==> src/design/spnrs_consts.svh <==
// Register offsets, reset values, limits and timing counts of the catch/retry sequencer.
// Assumes a 100 MHz system clock; included by bare name.
`ifndef SPNRS_CONSTS_SVH
`define SPNRS_CONSTS_SVH

// ----------------------------------------------------------------------
// Register byte offsets
// ----------------------------------------------------------------------
`define SPNRS_OFF_CATCH   8'h00
`define SPNRS_OFF_GAIN    8'h04
`define SPNRS_OFF_OUTFN   8'h08
`define SPNRS_OFF_RETRY   8'h0c
`define SPNRS_OFF_STATUS  8'h10
`define SPNRS_OFF_IRQ_ST  8'h14
`define SPNRS_OFF_IRQ_MK  8'h18
`define SPNRS_OFF_DRIVE   8'h1c

// ----------------------------------------------------------------------
// Field positions
// ----------------------------------------------------------------------
`define SPNRS_MASK_POWERON 3
`define SPNRS_MASK_PWRLOSS 2
`define SPNRS_MASK_FLTRST  1
`define SPNRS_MASK_ACCEL   0

// ----------------------------------------------------------------------
// Reset values and setting limits
// ----------------------------------------------------------------------
`define SPNRS_RST_MASK    4'h0
`define SPNRS_RST_CEIL    8'h64
`define SPNRS_MIN_CEIL    8'h50
`define SPNRS_MAX_CEIL    8'hc8
`define SPNRS_RST_KP      14'h0064
`define SPNRS_RST_KI      14'h03e8
`define SPNRS_MAX_GAIN    14'h270f
`define SPNRS_RST_TFN     5'h0c
`define SPNRS_RST_RFN     5'h11
`define SPNRS_MAX_FN      5'h14
`define SPNRS_FN_CATCH    5'h0f
`define SPNRS_RST_RCNT    4'h0
`define SPNRS_MAX_RCNT    4'ha
`define SPNRS_RST_RDLY    10'h00a
`define SPNRS_MAX_RDLY    10'h258

// ----------------------------------------------------------------------
// Timing
// ----------------------------------------------------------------------
`define SPNRS_CLK_NS      10
`define SPNRS_TENTH_NS    100000000
`define SPNRS_TENTH_CYC   (`SPNRS_TENTH_NS / `SPNRS_CLK_NS)
`define SPNRS_QUIET_S     30
`define SPNRS_QUIET_TENTH (`SPNRS_QUIET_S * 10)
`define SPNRS_PI_SHIFT    12
`define SPNRS_VSTEP_MAX   16'h0040

`endif

==> src/design/spnrs_pkg.sv <==
// Types of the catch/retry sequencer: sequencing states and the register state record.
// Assumes nothing beyond a SystemVerilog compiler.
package spnrs_pkg;

  typedef enum logic [2:0] {
    ST_IDLE,
    ST_RUN,
    ST_CATCH,
    ST_UV,
    ST_WAIT,
    ST_LOCK,
    ST_HALT
  } spnrs_state_t;

  typedef struct packed {
    spnrs_state_t        state;
    logic [3:0]          mask;
    logic [7:0]          ceil;
    logic [13:0]         kp;
    logic [13:0]         ki;
    logic [4:0]          tfn;
    logic [4:0]          rfn;
    logic [3:0]          rcnt;
    logic [9:0]          rdly;
    logic [3:0]          left;
    logic [15:0]         freq;
    logic [15:0]         volt;
    logic signed [33:0]  integ;
    logic [23:0]         pre;
    logic [9:0]          tenths;
    logic                quiet_on;
    logic                after_rst;
    logic [4:0]          irq_st;
    logic [4:0]          irq_mk;
    logic [31:0]         prdata;
  } spnrs_regs_t;

endpackage

==> src/design/spnrs_top.sv <==
// Spinning-shaft catch and automatic trip retry sequencer with an APB register slave.
// Assumes synchronous inputs on i_clk_sys and a current input in percent of rated current.
// How it works
// - Four mask bits pick power-on, power-loss, fault-reset and acceleration catches.
// - Catch caps current at 80..200 percent of rated, default 100.
// - Catch voltage ramp is PI regulated; gains 0..9999, defaults 100 and 1000.
// - Output function code 15 drives transistor or relay output during catch.
// - Input power loss raises undervoltage trip and holds the output.
// - Power return resumes held frequency and ramps voltage under PI.
// - Current over ceiling halts voltage rise and lowers frequency.
// - Current back under ceiling resumes voltage rise, stops frequency fall.
// - Voltage at nominal ends catch; accelerate on toward commanded frequency.
// - Retry starts after delay; count 0..10 default 0, delay 0..60 s default 1.0.
// - Each automatic retry decrements the remaining-retry counter by one.
// - Trip with no retries left disables retry and stays tripped until a fault reset or an input power loss.
// - Terminal or keypad fault reset reloads remaining retries from setting.
// - Thirty trip-free seconds after a retry reload the remaining retries.
// - No retry after undervoltage or emergency halt.
// - After retry delay, motor restarts through the catch routine.
//
// Local design decisions: the APB register port and the address map.
`timescale 1ns/1ps
`include "spnrs_consts.svh"

module spnrs_top #(
  parameter int unsigned P_TENTH_CYC = `SPNRS_TENTH_CYC
) (
  input  wire logic        i_clk_sys,
  input  wire logic        i_arst_n,
  input  wire logic        i_ce,
  input  wire logic        i_psel,
  input  wire logic        i_penable,
  input  wire logic        i_pwrite,
  input  wire logic [7:0]  i_paddr,
  input  wire logic [31:0] i_pwdata,
  output logic [31:0]      o_prdata,
  output logic             o_pready,
  output logic             o_pslverr,
  input  wire logic        i_power_ok,
  input  wire logic        i_trip,
  input  wire logic        i_emergency_halt,
  input  wire logic        i_fault_reset,
  input  wire logic        i_key_reset,
  input  wire logic        i_run_cmd,
  input  wire logic        i_power_on_start,
  input  wire logic [15:0] i_cmd_freq,
  input  wire logic [15:0] i_out_current,
  output logic [15:0]      o_freq,
  output logic [15:0]      o_volt,
  output logic             o_drive_on,
  output logic             o_catch_active,
  output logic             o_transistor_output_pin,
  output logic             o_relay_contact_output,
  output logic             o_undervoltage_trip,
  output logic             o_tripped,
  output logic             o_irq
);

  localparam logic [23:0] TENTH_LAST = 24'(P_TENTH_CYC - 1);

  spnrs_pkg::spnrs_regs_t r_reg;
  spnrs_pkg::spnrs_regs_t r_next;

  logic               wr_acc;
  logic               rd_acc;
  logic               setup;
  logic               mapped;
  logic               tick;
  logic               over;
  logic               fault_rst;
  logic signed [17:0] err;
  logic signed [32:0] pprod;
  logic signed [32:0] iprod;
  logic signed [34:0] pisum;
  logic [15:0]        vstep;
  logic [4:0]         ev;

  // ----------------------------------------------------------------------
  // Bus decode and derived levels
  // ----------------------------------------------------------------------
  // Zero wait state: every access ends in its first access cycle
  assign setup     = i_psel & ~i_penable;
  assign wr_acc    = i_psel & i_penable & i_pwrite;
  assign rd_acc    = i_psel & i_penable & ~i_pwrite;
  assign mapped    = (i_paddr[7:5] == 3'h0) && (i_paddr[1:0] == 2'h0);
  assign o_pready  = 1'b1;
  assign o_pslverr = i_psel & i_penable & ~mapped;
  assign o_prdata  = r_reg.prdata;
  assign tick      = (r_reg.pre == TENTH_LAST);
  assign over      = i_out_current > {8'h00, r_reg.ceil};
  assign fault_rst = i_fault_reset | i_key_reset;

  // Status outputs decoded from the registered state
  assign o_freq                  = r_reg.freq;
  assign o_volt                  = r_reg.volt;
  assign o_catch_active          = (r_reg.state == spnrs_pkg::ST_CATCH);
  assign o_drive_on              = (r_reg.state == spnrs_pkg::ST_RUN) || o_catch_active;
  assign o_undervoltage_trip     = (r_reg.state == spnrs_pkg::ST_UV);
  assign o_tripped               = (r_reg.state == spnrs_pkg::ST_WAIT) ||
                                   (r_reg.state == spnrs_pkg::ST_LOCK) ||
                                   (r_reg.state == spnrs_pkg::ST_HALT);
  assign o_transistor_output_pin = o_catch_active && (r_reg.tfn == `SPNRS_FN_CATCH);
  assign o_relay_contact_output  = o_catch_active && (r_reg.rfn == `SPNRS_FN_CATCH);
  assign o_irq                   = |(r_reg.irq_st & r_reg.irq_mk);

  // ----------------------------------------------------------------------
  // PI term of the catch voltage ramp
  // ----------------------------------------------------------------------
  // Error is headroom below the ceiling; step is clamped so voltage never stalls at zero
  always_comb begin
    err   = $signed({2'b00, 8'h00, r_reg.ceil}) - $signed({2'b00, i_out_current});
    pprod = $signed({1'b0, r_reg.kp}) * err;
    iprod = $signed({1'b0, r_reg.ki}) * err;
    pisum = 35'(pprod) + 35'(r_reg.integ);
    if (pisum <= 35'sd0) begin
      vstep = 16'h0001;
    end else if ((pisum >>> `SPNRS_PI_SHIFT) >= 35'(`SPNRS_VSTEP_MAX)) begin
      vstep = `SPNRS_VSTEP_MAX;
    end else begin
      vstep = 16'(pisum >>> `SPNRS_PI_SHIFT);
      if (vstep == 16'h0000) begin
        vstep = 16'h0001;
      end
    end
  end

  // ----------------------------------------------------------------------
  // Next state
  // ----------------------------------------------------------------------
  always_comb begin
    r_next = r_reg;
    ev     = 5'h00;

    // Tenth-second prescaler shared by retry delay and quiet period
    if (tick) begin
      r_next.pre    = 24'h000000;
      r_next.tenths = (r_reg.tenths == 10'h3ff) ? r_reg.tenths : r_reg.tenths + 10'h001;
    end else begin
      r_next.pre = r_reg.pre + 24'h000001;
    end

    // Sequencer
    unique case (r_reg.state)
      spnrs_pkg::ST_IDLE: begin
        r_next.freq = 16'h0000;
        r_next.volt = 16'h0000;
        if (i_run_cmd && i_power_ok && !i_emergency_halt) begin
          r_next.after_rst = 1'b0;
          if ((i_power_on_start && r_reg.mask[`SPNRS_MASK_POWERON]) ||
              (r_reg.after_rst && r_reg.mask[`SPNRS_MASK_FLTRST]) ||
              r_reg.mask[`SPNRS_MASK_ACCEL]) begin
            r_next.state = spnrs_pkg::ST_CATCH;
            r_next.freq  = i_cmd_freq;
            r_next.integ = 34'sd0;
            ev[2]        = 1'b1;
          end else begin
            r_next.state = spnrs_pkg::ST_RUN;
          end
        end
      end
      spnrs_pkg::ST_RUN,
      spnrs_pkg::ST_CATCH: begin
        if (r_reg.state == spnrs_pkg::ST_RUN) begin
          // Accelerate or decelerate one step toward the command, V/f held at one
          if (r_reg.freq < i_cmd_freq) begin
            r_next.freq = r_reg.freq + 16'h0001;
          end else if (r_reg.freq > i_cmd_freq) begin
            r_next.freq = r_reg.freq - 16'h0001;
          end
          r_next.volt = r_next.freq;
        end else if (over) begin
          // Hold voltage, shed frequency until current falls
          r_next.freq = (r_reg.freq == 16'h0000) ? 16'h0000 : r_reg.freq - 16'h0001;
        end else begin
          // Raise voltage under PI, frequency stays put
          if (!r_reg.integ[33] && r_reg.integ < 34'sh040000000) begin
            r_next.integ = r_reg.integ + 34'(iprod);
          end
          if (vstep >= r_reg.freq - r_reg.volt || r_reg.volt >= r_reg.freq) begin
            r_next.volt  = r_reg.freq;
            r_next.state = spnrs_pkg::ST_RUN;
            ev[3]        = 1'b1;
          end else begin
            r_next.volt = r_reg.volt + vstep;
          end
        end
        // Quiet period after a retry reloads the budget
        if (r_reg.quiet_on && r_reg.tenths >= 10'(`SPNRS_QUIET_TENTH)) begin
          r_next.left     = r_reg.rcnt;
          r_next.quiet_on = 1'b0;
        end
        if (!i_run_cmd) begin
          r_next.state = spnrs_pkg::ST_IDLE;
          r_next.freq  = 16'h0000;
          r_next.volt  = 16'h0000;
        end
        if (i_trip) begin
          r_next.volt     = 16'h0000;
          r_next.pre      = 24'h000000;
          r_next.tenths   = 10'h000;
          r_next.quiet_on = 1'b0;
          ev[0]           = 1'b1;
          if (r_reg.left == 4'h0) begin
            r_next.state = spnrs_pkg::ST_LOCK;
            ev[4]        = 1'b1;
          end else begin
            r_next.state = spnrs_pkg::ST_WAIT;
          end
        end
      end
      spnrs_pkg::ST_WAIT: begin
        if (r_reg.tenths >= r_reg.rdly) begin
          r_next.state    = spnrs_pkg::ST_CATCH;
          r_next.left     = r_reg.left - 4'h1;
          r_next.volt     = 16'h0000;
          r_next.integ    = 34'sd0;
          r_next.quiet_on = 1'b1;
          r_next.pre      = 24'h000000;
          r_next.tenths   = 10'h000;
          ev[2]           = 1'b1;
        end
      end
      spnrs_pkg::ST_UV: begin
        // Frequency is held so the catch can start from it
        if (i_power_ok) begin
          if (i_run_cmd && r_reg.mask[`SPNRS_MASK_PWRLOSS]) begin
            r_next.state = spnrs_pkg::ST_CATCH;
            r_next.integ = 34'sd0;
            ev[2]        = 1'b1;
          end else begin
            r_next.state = spnrs_pkg::ST_IDLE;
          end
        end
      end
      spnrs_pkg::ST_LOCK,
      spnrs_pkg::ST_HALT: begin
        r_next.volt = 16'h0000;
      end
      default: begin
        r_next.state = spnrs_pkg::ST_IDLE;
      end
    endcase

    // Power loss outranks trips; never feeds the retry path
    if (!i_power_ok && r_reg.state != spnrs_pkg::ST_UV && r_reg.state != spnrs_pkg::ST_HALT) begin
      r_next.state    = spnrs_pkg::ST_UV;
      r_next.volt     = 16'h0000;
      r_next.quiet_on = 1'b0;
      ev[1]           = 1'b1;
    end
    // Emergency halt wins over power loss and trips and blocks retry; a fault reset while tripped still wins
    if (i_emergency_halt && r_reg.state != spnrs_pkg::ST_HALT) begin
      r_next.state = spnrs_pkg::ST_HALT;
      r_next.volt  = 16'h0000;
      ev[0]        = 1'b1;
    end
    // Fault reset from terminal or keypad
    if (fault_rst) begin
      r_next.left = r_reg.rcnt;
      if (o_tripped) begin
        r_next.state     = spnrs_pkg::ST_IDLE;
        r_next.after_rst = 1'b1;
      end
    end

    // Register writes, clamped to the legal setting ranges
    if (wr_acc) begin
      unique case (i_paddr)
        `SPNRS_OFF_CATCH: begin
          r_next.mask = i_pwdata[3:0];
          r_next.ceil = (i_pwdata[15:8] < `SPNRS_MIN_CEIL) ? `SPNRS_MIN_CEIL :
                        (i_pwdata[15:8] > `SPNRS_MAX_CEIL) ? `SPNRS_MAX_CEIL : i_pwdata[15:8];
        end
        `SPNRS_OFF_GAIN: begin
          r_next.kp = (i_pwdata[13:0] > `SPNRS_MAX_GAIN) ? `SPNRS_MAX_GAIN : i_pwdata[13:0];
          r_next.ki = (i_pwdata[29:16] > `SPNRS_MAX_GAIN) ? `SPNRS_MAX_GAIN : i_pwdata[29:16];
        end
        `SPNRS_OFF_OUTFN: begin
          r_next.tfn = (i_pwdata[4:0] > `SPNRS_MAX_FN) ? `SPNRS_MAX_FN : i_pwdata[4:0];
          r_next.rfn = (i_pwdata[12:8] > `SPNRS_MAX_FN) ? `SPNRS_MAX_FN : i_pwdata[12:8];
        end
        `SPNRS_OFF_RETRY: begin
          r_next.rcnt = (i_pwdata[3:0] > `SPNRS_MAX_RCNT) ? `SPNRS_MAX_RCNT : i_pwdata[3:0];
          r_next.rdly = (i_pwdata[25:16] > `SPNRS_MAX_RDLY) ? `SPNRS_MAX_RDLY : i_pwdata[25:16];
        end
        `SPNRS_OFF_IRQ_MK: begin
          r_next.irq_mk = i_pwdata[4:0];
        end
        default: begin
        end
      endcase
    end

    // Sticky events; a read clears, a same-cycle event still lands
    if (rd_acc && i_paddr == `SPNRS_OFF_IRQ_ST) begin
      r_next.irq_st = ev;
    end else begin
      r_next.irq_st = r_reg.irq_st | ev;
    end

    // Read data captured at setup, held through access
    if (setup) begin
      unique case (i_paddr)
        `SPNRS_OFF_CATCH:  r_next.prdata = {16'h0000, r_reg.ceil, 4'h0, r_reg.mask};
        `SPNRS_OFF_GAIN:   r_next.prdata = {2'h0, r_reg.ki, 2'h0, r_reg.kp};
        `SPNRS_OFF_OUTFN:  r_next.prdata = {19'h00000, r_reg.rfn, 3'h0, r_reg.tfn};
        `SPNRS_OFF_RETRY:  r_next.prdata = {6'h00, r_reg.rdly, 12'h000, r_reg.rcnt};
        `SPNRS_OFF_STATUS: r_next.prdata = {20'h00000, r_reg.left, 1'b0, o_undervoltage_trip,
                                            o_tripped, o_catch_active, 1'b0, r_reg.state};
        `SPNRS_OFF_IRQ_ST: r_next.prdata = {27'h0000000, r_reg.irq_st};
        `SPNRS_OFF_IRQ_MK: r_next.prdata = {27'h0000000, r_reg.irq_mk};
        `SPNRS_OFF_DRIVE:  r_next.prdata = {r_reg.volt, r_reg.freq};
        default:           r_next.prdata = 32'h00000000;
      endcase
    end
  end

  // ----------------------------------------------------------------------
  // State register
  // ----------------------------------------------------------------------
  // Clock enable low freezes every field, including the prescaler
  always_ff @(posedge i_clk_sys or negedge i_arst_n) begin
    if (!i_arst_n) begin
      r_reg          <= '0;
      r_reg.state    <= spnrs_pkg::ST_IDLE;
      r_reg.mask     <= `SPNRS_RST_MASK;
      r_reg.ceil     <= `SPNRS_RST_CEIL;
      r_reg.kp       <= `SPNRS_RST_KP;
      r_reg.ki       <= `SPNRS_RST_KI;
      r_reg.tfn      <= `SPNRS_RST_TFN;
      r_reg.rfn      <= `SPNRS_RST_RFN;
      r_reg.rcnt     <= `SPNRS_RST_RCNT;
      r_reg.rdly     <= `SPNRS_RST_RDLY;
      r_reg.left     <= `SPNRS_RST_RCNT;
    end else if (i_ce) begin
      r_reg <= r_next;
    end
  end

endmodule

==> config.mk <==
export PLATFORM = sky130hd
export DESIGN_NAME = spnrs_top
export DESIGN_NICKNAME = d
export VERILOG_FILES = /design/src/design/spnrs_pkg.sv /design/src/design/spnrs_top.sv
export VERILOG_INCLUDE_DIRS = /design/src /design/src/design
export SDC_FILE = /design/constraint.sdc
export NUM_CORES = 2
export LEC_CHECK = 0
export BUFFER_PORTS_ARGS = -buffer_cell sky130_fd_sc_hd__buf_2
export CORE_ASPECT_RATIO = 1.75
export CORE_MARGIN = 3
export CORE_UTILIZATION = 61
export DETAILED_ROUTE_END_ITERATION = 10
export GPL_TIMING_DRIVEN = 0
export PLACE_DENSITY_LB_ADDON = 0.08
export SYNTH_ARGS = -nofsm -noshare
export SYNTH_HDL_FRONTEND = slang
export SYNTH_SLANG_ARGS = --single-unit
==> constraint.sdc <==
create_clock -name i_clk_sys -period 21.2 [get_ports i_clk_sys]
set_input_delay 4.24 -clock i_clk_sys [delete_from_list [all_inputs] [get_ports i_clk_sys]]
set_output_delay 4.24 -clock i_clk_sys [all_outputs]
set_load 0.01 [all_outputs]
==> results_dict.tcl <==
set metrics [dict create \
    num_vias 30700 \
    routabilityCongestion 1.03 \
    io-pin-count 158 \
    grt_first_pass_wirelength_um 190000 \
    period_minus_slack_ns 17.22 \
    die_area_mm2 0.0615 \
    io_buffers 151 \
    status "completed" \
    cp.required_ns 21.70 \
    hold_path_depth 2 \
    ir_drop_mv 0.0819 \
    ys_seq_elements 215 \
    ant_nets 0 \
    slowest_delay_ns 1.01 \
    yosysTopAreaCellShare 0.304 \
    hold_path_class "reg -> reg" \
    cts_tree "yes" \
    drt_iter0_drc 2223 \
    grt_pass1_vias 32600 \
    grt_max_degree 93 \
    vias_per_cell 6.05 \
    die_x_um 189 \
    relSlewSlack 0.0319 \
    power.density_mw_per_mm2 54.6 \
    cp.arrival_ns 17.72 \
    clk_latency_ns 0.58 \
    initial_core_util 0.620 \
    grt_use_total 0.412 \
    antenna_found_initial 5 \
    synth_edf_count 0 \
    clockBufferDepth 3 \
    cp-end-kind "flop" \
    drc_errors 0 \
    routedWlPerCell_um 24.7 \
    syn_inst 4085 \
    cts_buffers 24 \
    rr_startpoint "r_reg[202]$_DFFE_PN1P_" \
    cp_common_cell "fa_1" \
    area_delta_synth_final_pct 7.60 \
    avgSynthCellArea_um2 8.73 \
    critPathKind "in -> reg" \
    fin_crit_sh 0.812 \
    finClkSkew_ns 0.0272 \
    clk_pin_slew_ns 0.07 \
    syn_area_mm2 0.0356 \
    ys.warnings.count 0 \
    finalSetupViolCount 0 \
    wl_um 125000 \
    tightest_slew_ns 1.45 \
    maxSlewViolCount 0 \
    worst_hold_startpoint "r_reg[83]$_DFFE_PN0P_" \
    setup_tns_ns 0 \
    cts.sinks 215 \
    coreArea_mm2 0.0575 \
    overflow 0 \
    async_reset_ff_frac 1.00 \
    rsz0062_at_grt "no" \
    cp_slowest_cell "xor2_1" \
    h-tree-depth 1 \
    ys_seq_area_frac 0.152 \
    rows 116 \
    hpwl_um 104000 \
    synthTopCellsByArea "fa_1 (30%), dfrtp_1 (14%), ha_1 (9.3%)" \
    final_common_cell "inv_1" \
    yosysTopAreaCell "fa_1" \
    cap_violations 0 \
    holdWs_ns 0.479 \
    fmax_mhz 58.1 \
    synth_ff_type "dfrtp_1" \
    largest_reg_flops 151 \
    startpoint_type "input pin" \
    cts_setup_buffers 0 \
    first_pass_iters 8 \
    p_leak_uw 0.0184 \
    finalHoldViolCount 0 \
    cts_hold_buf 0 \
    holdPathEnd "r_reg[83]$_DFFE_PN0P_" \
    drive_above_1_share 0.0805 \
    clock-root-buffer "clkbuf_16" \
    ff2ff_path_depth 42 \
    regToRegSetupSlack_ns 7.31 \
    fin_nets 5173 \
    r2r_end "o_volt[9]$_DFFE_PN0P_" \
    die_h_um 326 \
    worstPathMaxFanout 10 \
    synth.distinct_cells 100 \
    layout_common_cells "inv_1 (696), fa_1 (542), nand2_1 (484)" \
    ctsResizeCount 0 \
]
cells in the mapped netlist, types with 12 or more instances:
cell type / count
a211oi_1: 25
a21o_1: 31
a21oi_1: 149
a221oi_1: 13
a222oi_1: 19
a22o_1: 28
a22oi_1: 29
a31oi_1: 19
and2_1: 219
and3_1: 26
buf_4: 67
clkbuf_1: 168
dfrtp_1: 197
dfstp_2: 18
fa_1: 542
ha_1: 264
inv_1: 696
mux2_2: 17
mux2i_1: 13
nand2_1: 484
nand2b_1: 32
nand3_1: 62
nand3b_1: 12
nand4_1: 43
nor2_1: 165
nor2b_1: 60
nor3_1: 62
nor4_1: 13
o211ai_1: 22
o21a_1: 23
o21ai_0: 159
o21ai_1: 51
o21bai_1: 13
o2bb2ai_1: 12
o31ai_1: 35
or3_1: 19
xnor2_1: 59
xor2_1: 53
worst max-delay path by stage:
stage	cells past startpoint	start	end
after floorplan	45	i_out_current[0]	o_volt[1]$_DFFE_PN0P_
after global placement	43	i_out_current[2]	o_volt[9]$_DFFE_PN0P_
after detailed placement	43	i_out_current[1]	o_volt[9]$_DFFE_PN0P_
after CTS	43	i_out_current[1]	o_volt[9]$_DFFE_PN0P_
after global routing	43	i_out_current[1]	o_volt[9]$_DFFE_PN0P_
final	43	i_out_current[1]	o_volt[9]$_DFFE_PN0P_
power breakdown:
group | total, uW | internal (uW) | switching [uW]
clock network | 434 | 232 | 202
registers | 499 | 438 | 61.0
logic | 1160 | 410 | 753
total | 2100 | 1080 | 1020
logic make-up after synthesis:
logic type / after synthesis / share of synthesized area
AOI/OAI and AO/OA: 718 / 0.133
DFF: 215 / 0.152
xor gates and xnor gates: 113 / 0.0280
buffers and inverters: 950 / 0.108
adders and majority gates: 806 / 0.397
other: 2 / 0.000211
muxes: 30 / 0.00902
and+or+nand+nor: 1251 / 0.174
critical path: cells and delay by family:
| family | cells | cell delay [ns] |
|---|---|---|
| AO/OA/AOI/OAI | 16 | 4.63 |
| XOR/XNOR | 1 | 1.01 |
| adder cells (fa/ha/maj) | 9 | 4.11 |
| buffers and inverters | 9 | 2.28 |
| AND/OR/NAND/NOR | 8 | 1.43 |
layout make-up:
| cell class | instances | area (um2) |
|---|---|---|
| clock buffers | 27 | 632 |
| clock inverters | 17 | 168 |
| inverters | 700 | 2630 |
| repair buffers | 155 | 843 |
| diodes | 1 | 2.50 |
| fillers | 5021 | 19100 |
| well taps | 767 | 960 |
| plain buffers | 250 | 1220 |
| flip-flops and latches | 215 | 5400 |
| multi-input cells | 2936 | 26500 |
per-stage QoR:
stage | area, um2 | std cells | setup WS (ns) | util | power (uW)
after floorplan | 35700 | 4101 | 6.87 | - | 1250
after global placement | 37400 | 5019 | 3.55 | 0.651 | 1630
after detailed placement | 37500 | 5023 | 3.71 | 0.653 | 1640
after CTS | 38300 | 5067 | 4.24 | 0.667 | 2070
after global routing | 38400 | 5067 | 3.68 | 0.667 | 2220
final | 38400 | 5068 | 3.98 | 0.667 | 2100
routing by layer:
metal  part of all wire  track usage  vias to the layer above
met5                  0            0                        -
met4               0.13        0.411                        0
met3              0.060       0.0601                      617
met2               0.49        0.716                     1410
met1               0.31        0.407                    15100
li1                   -            -                    13600
Power figures use the tool's default switching activity.
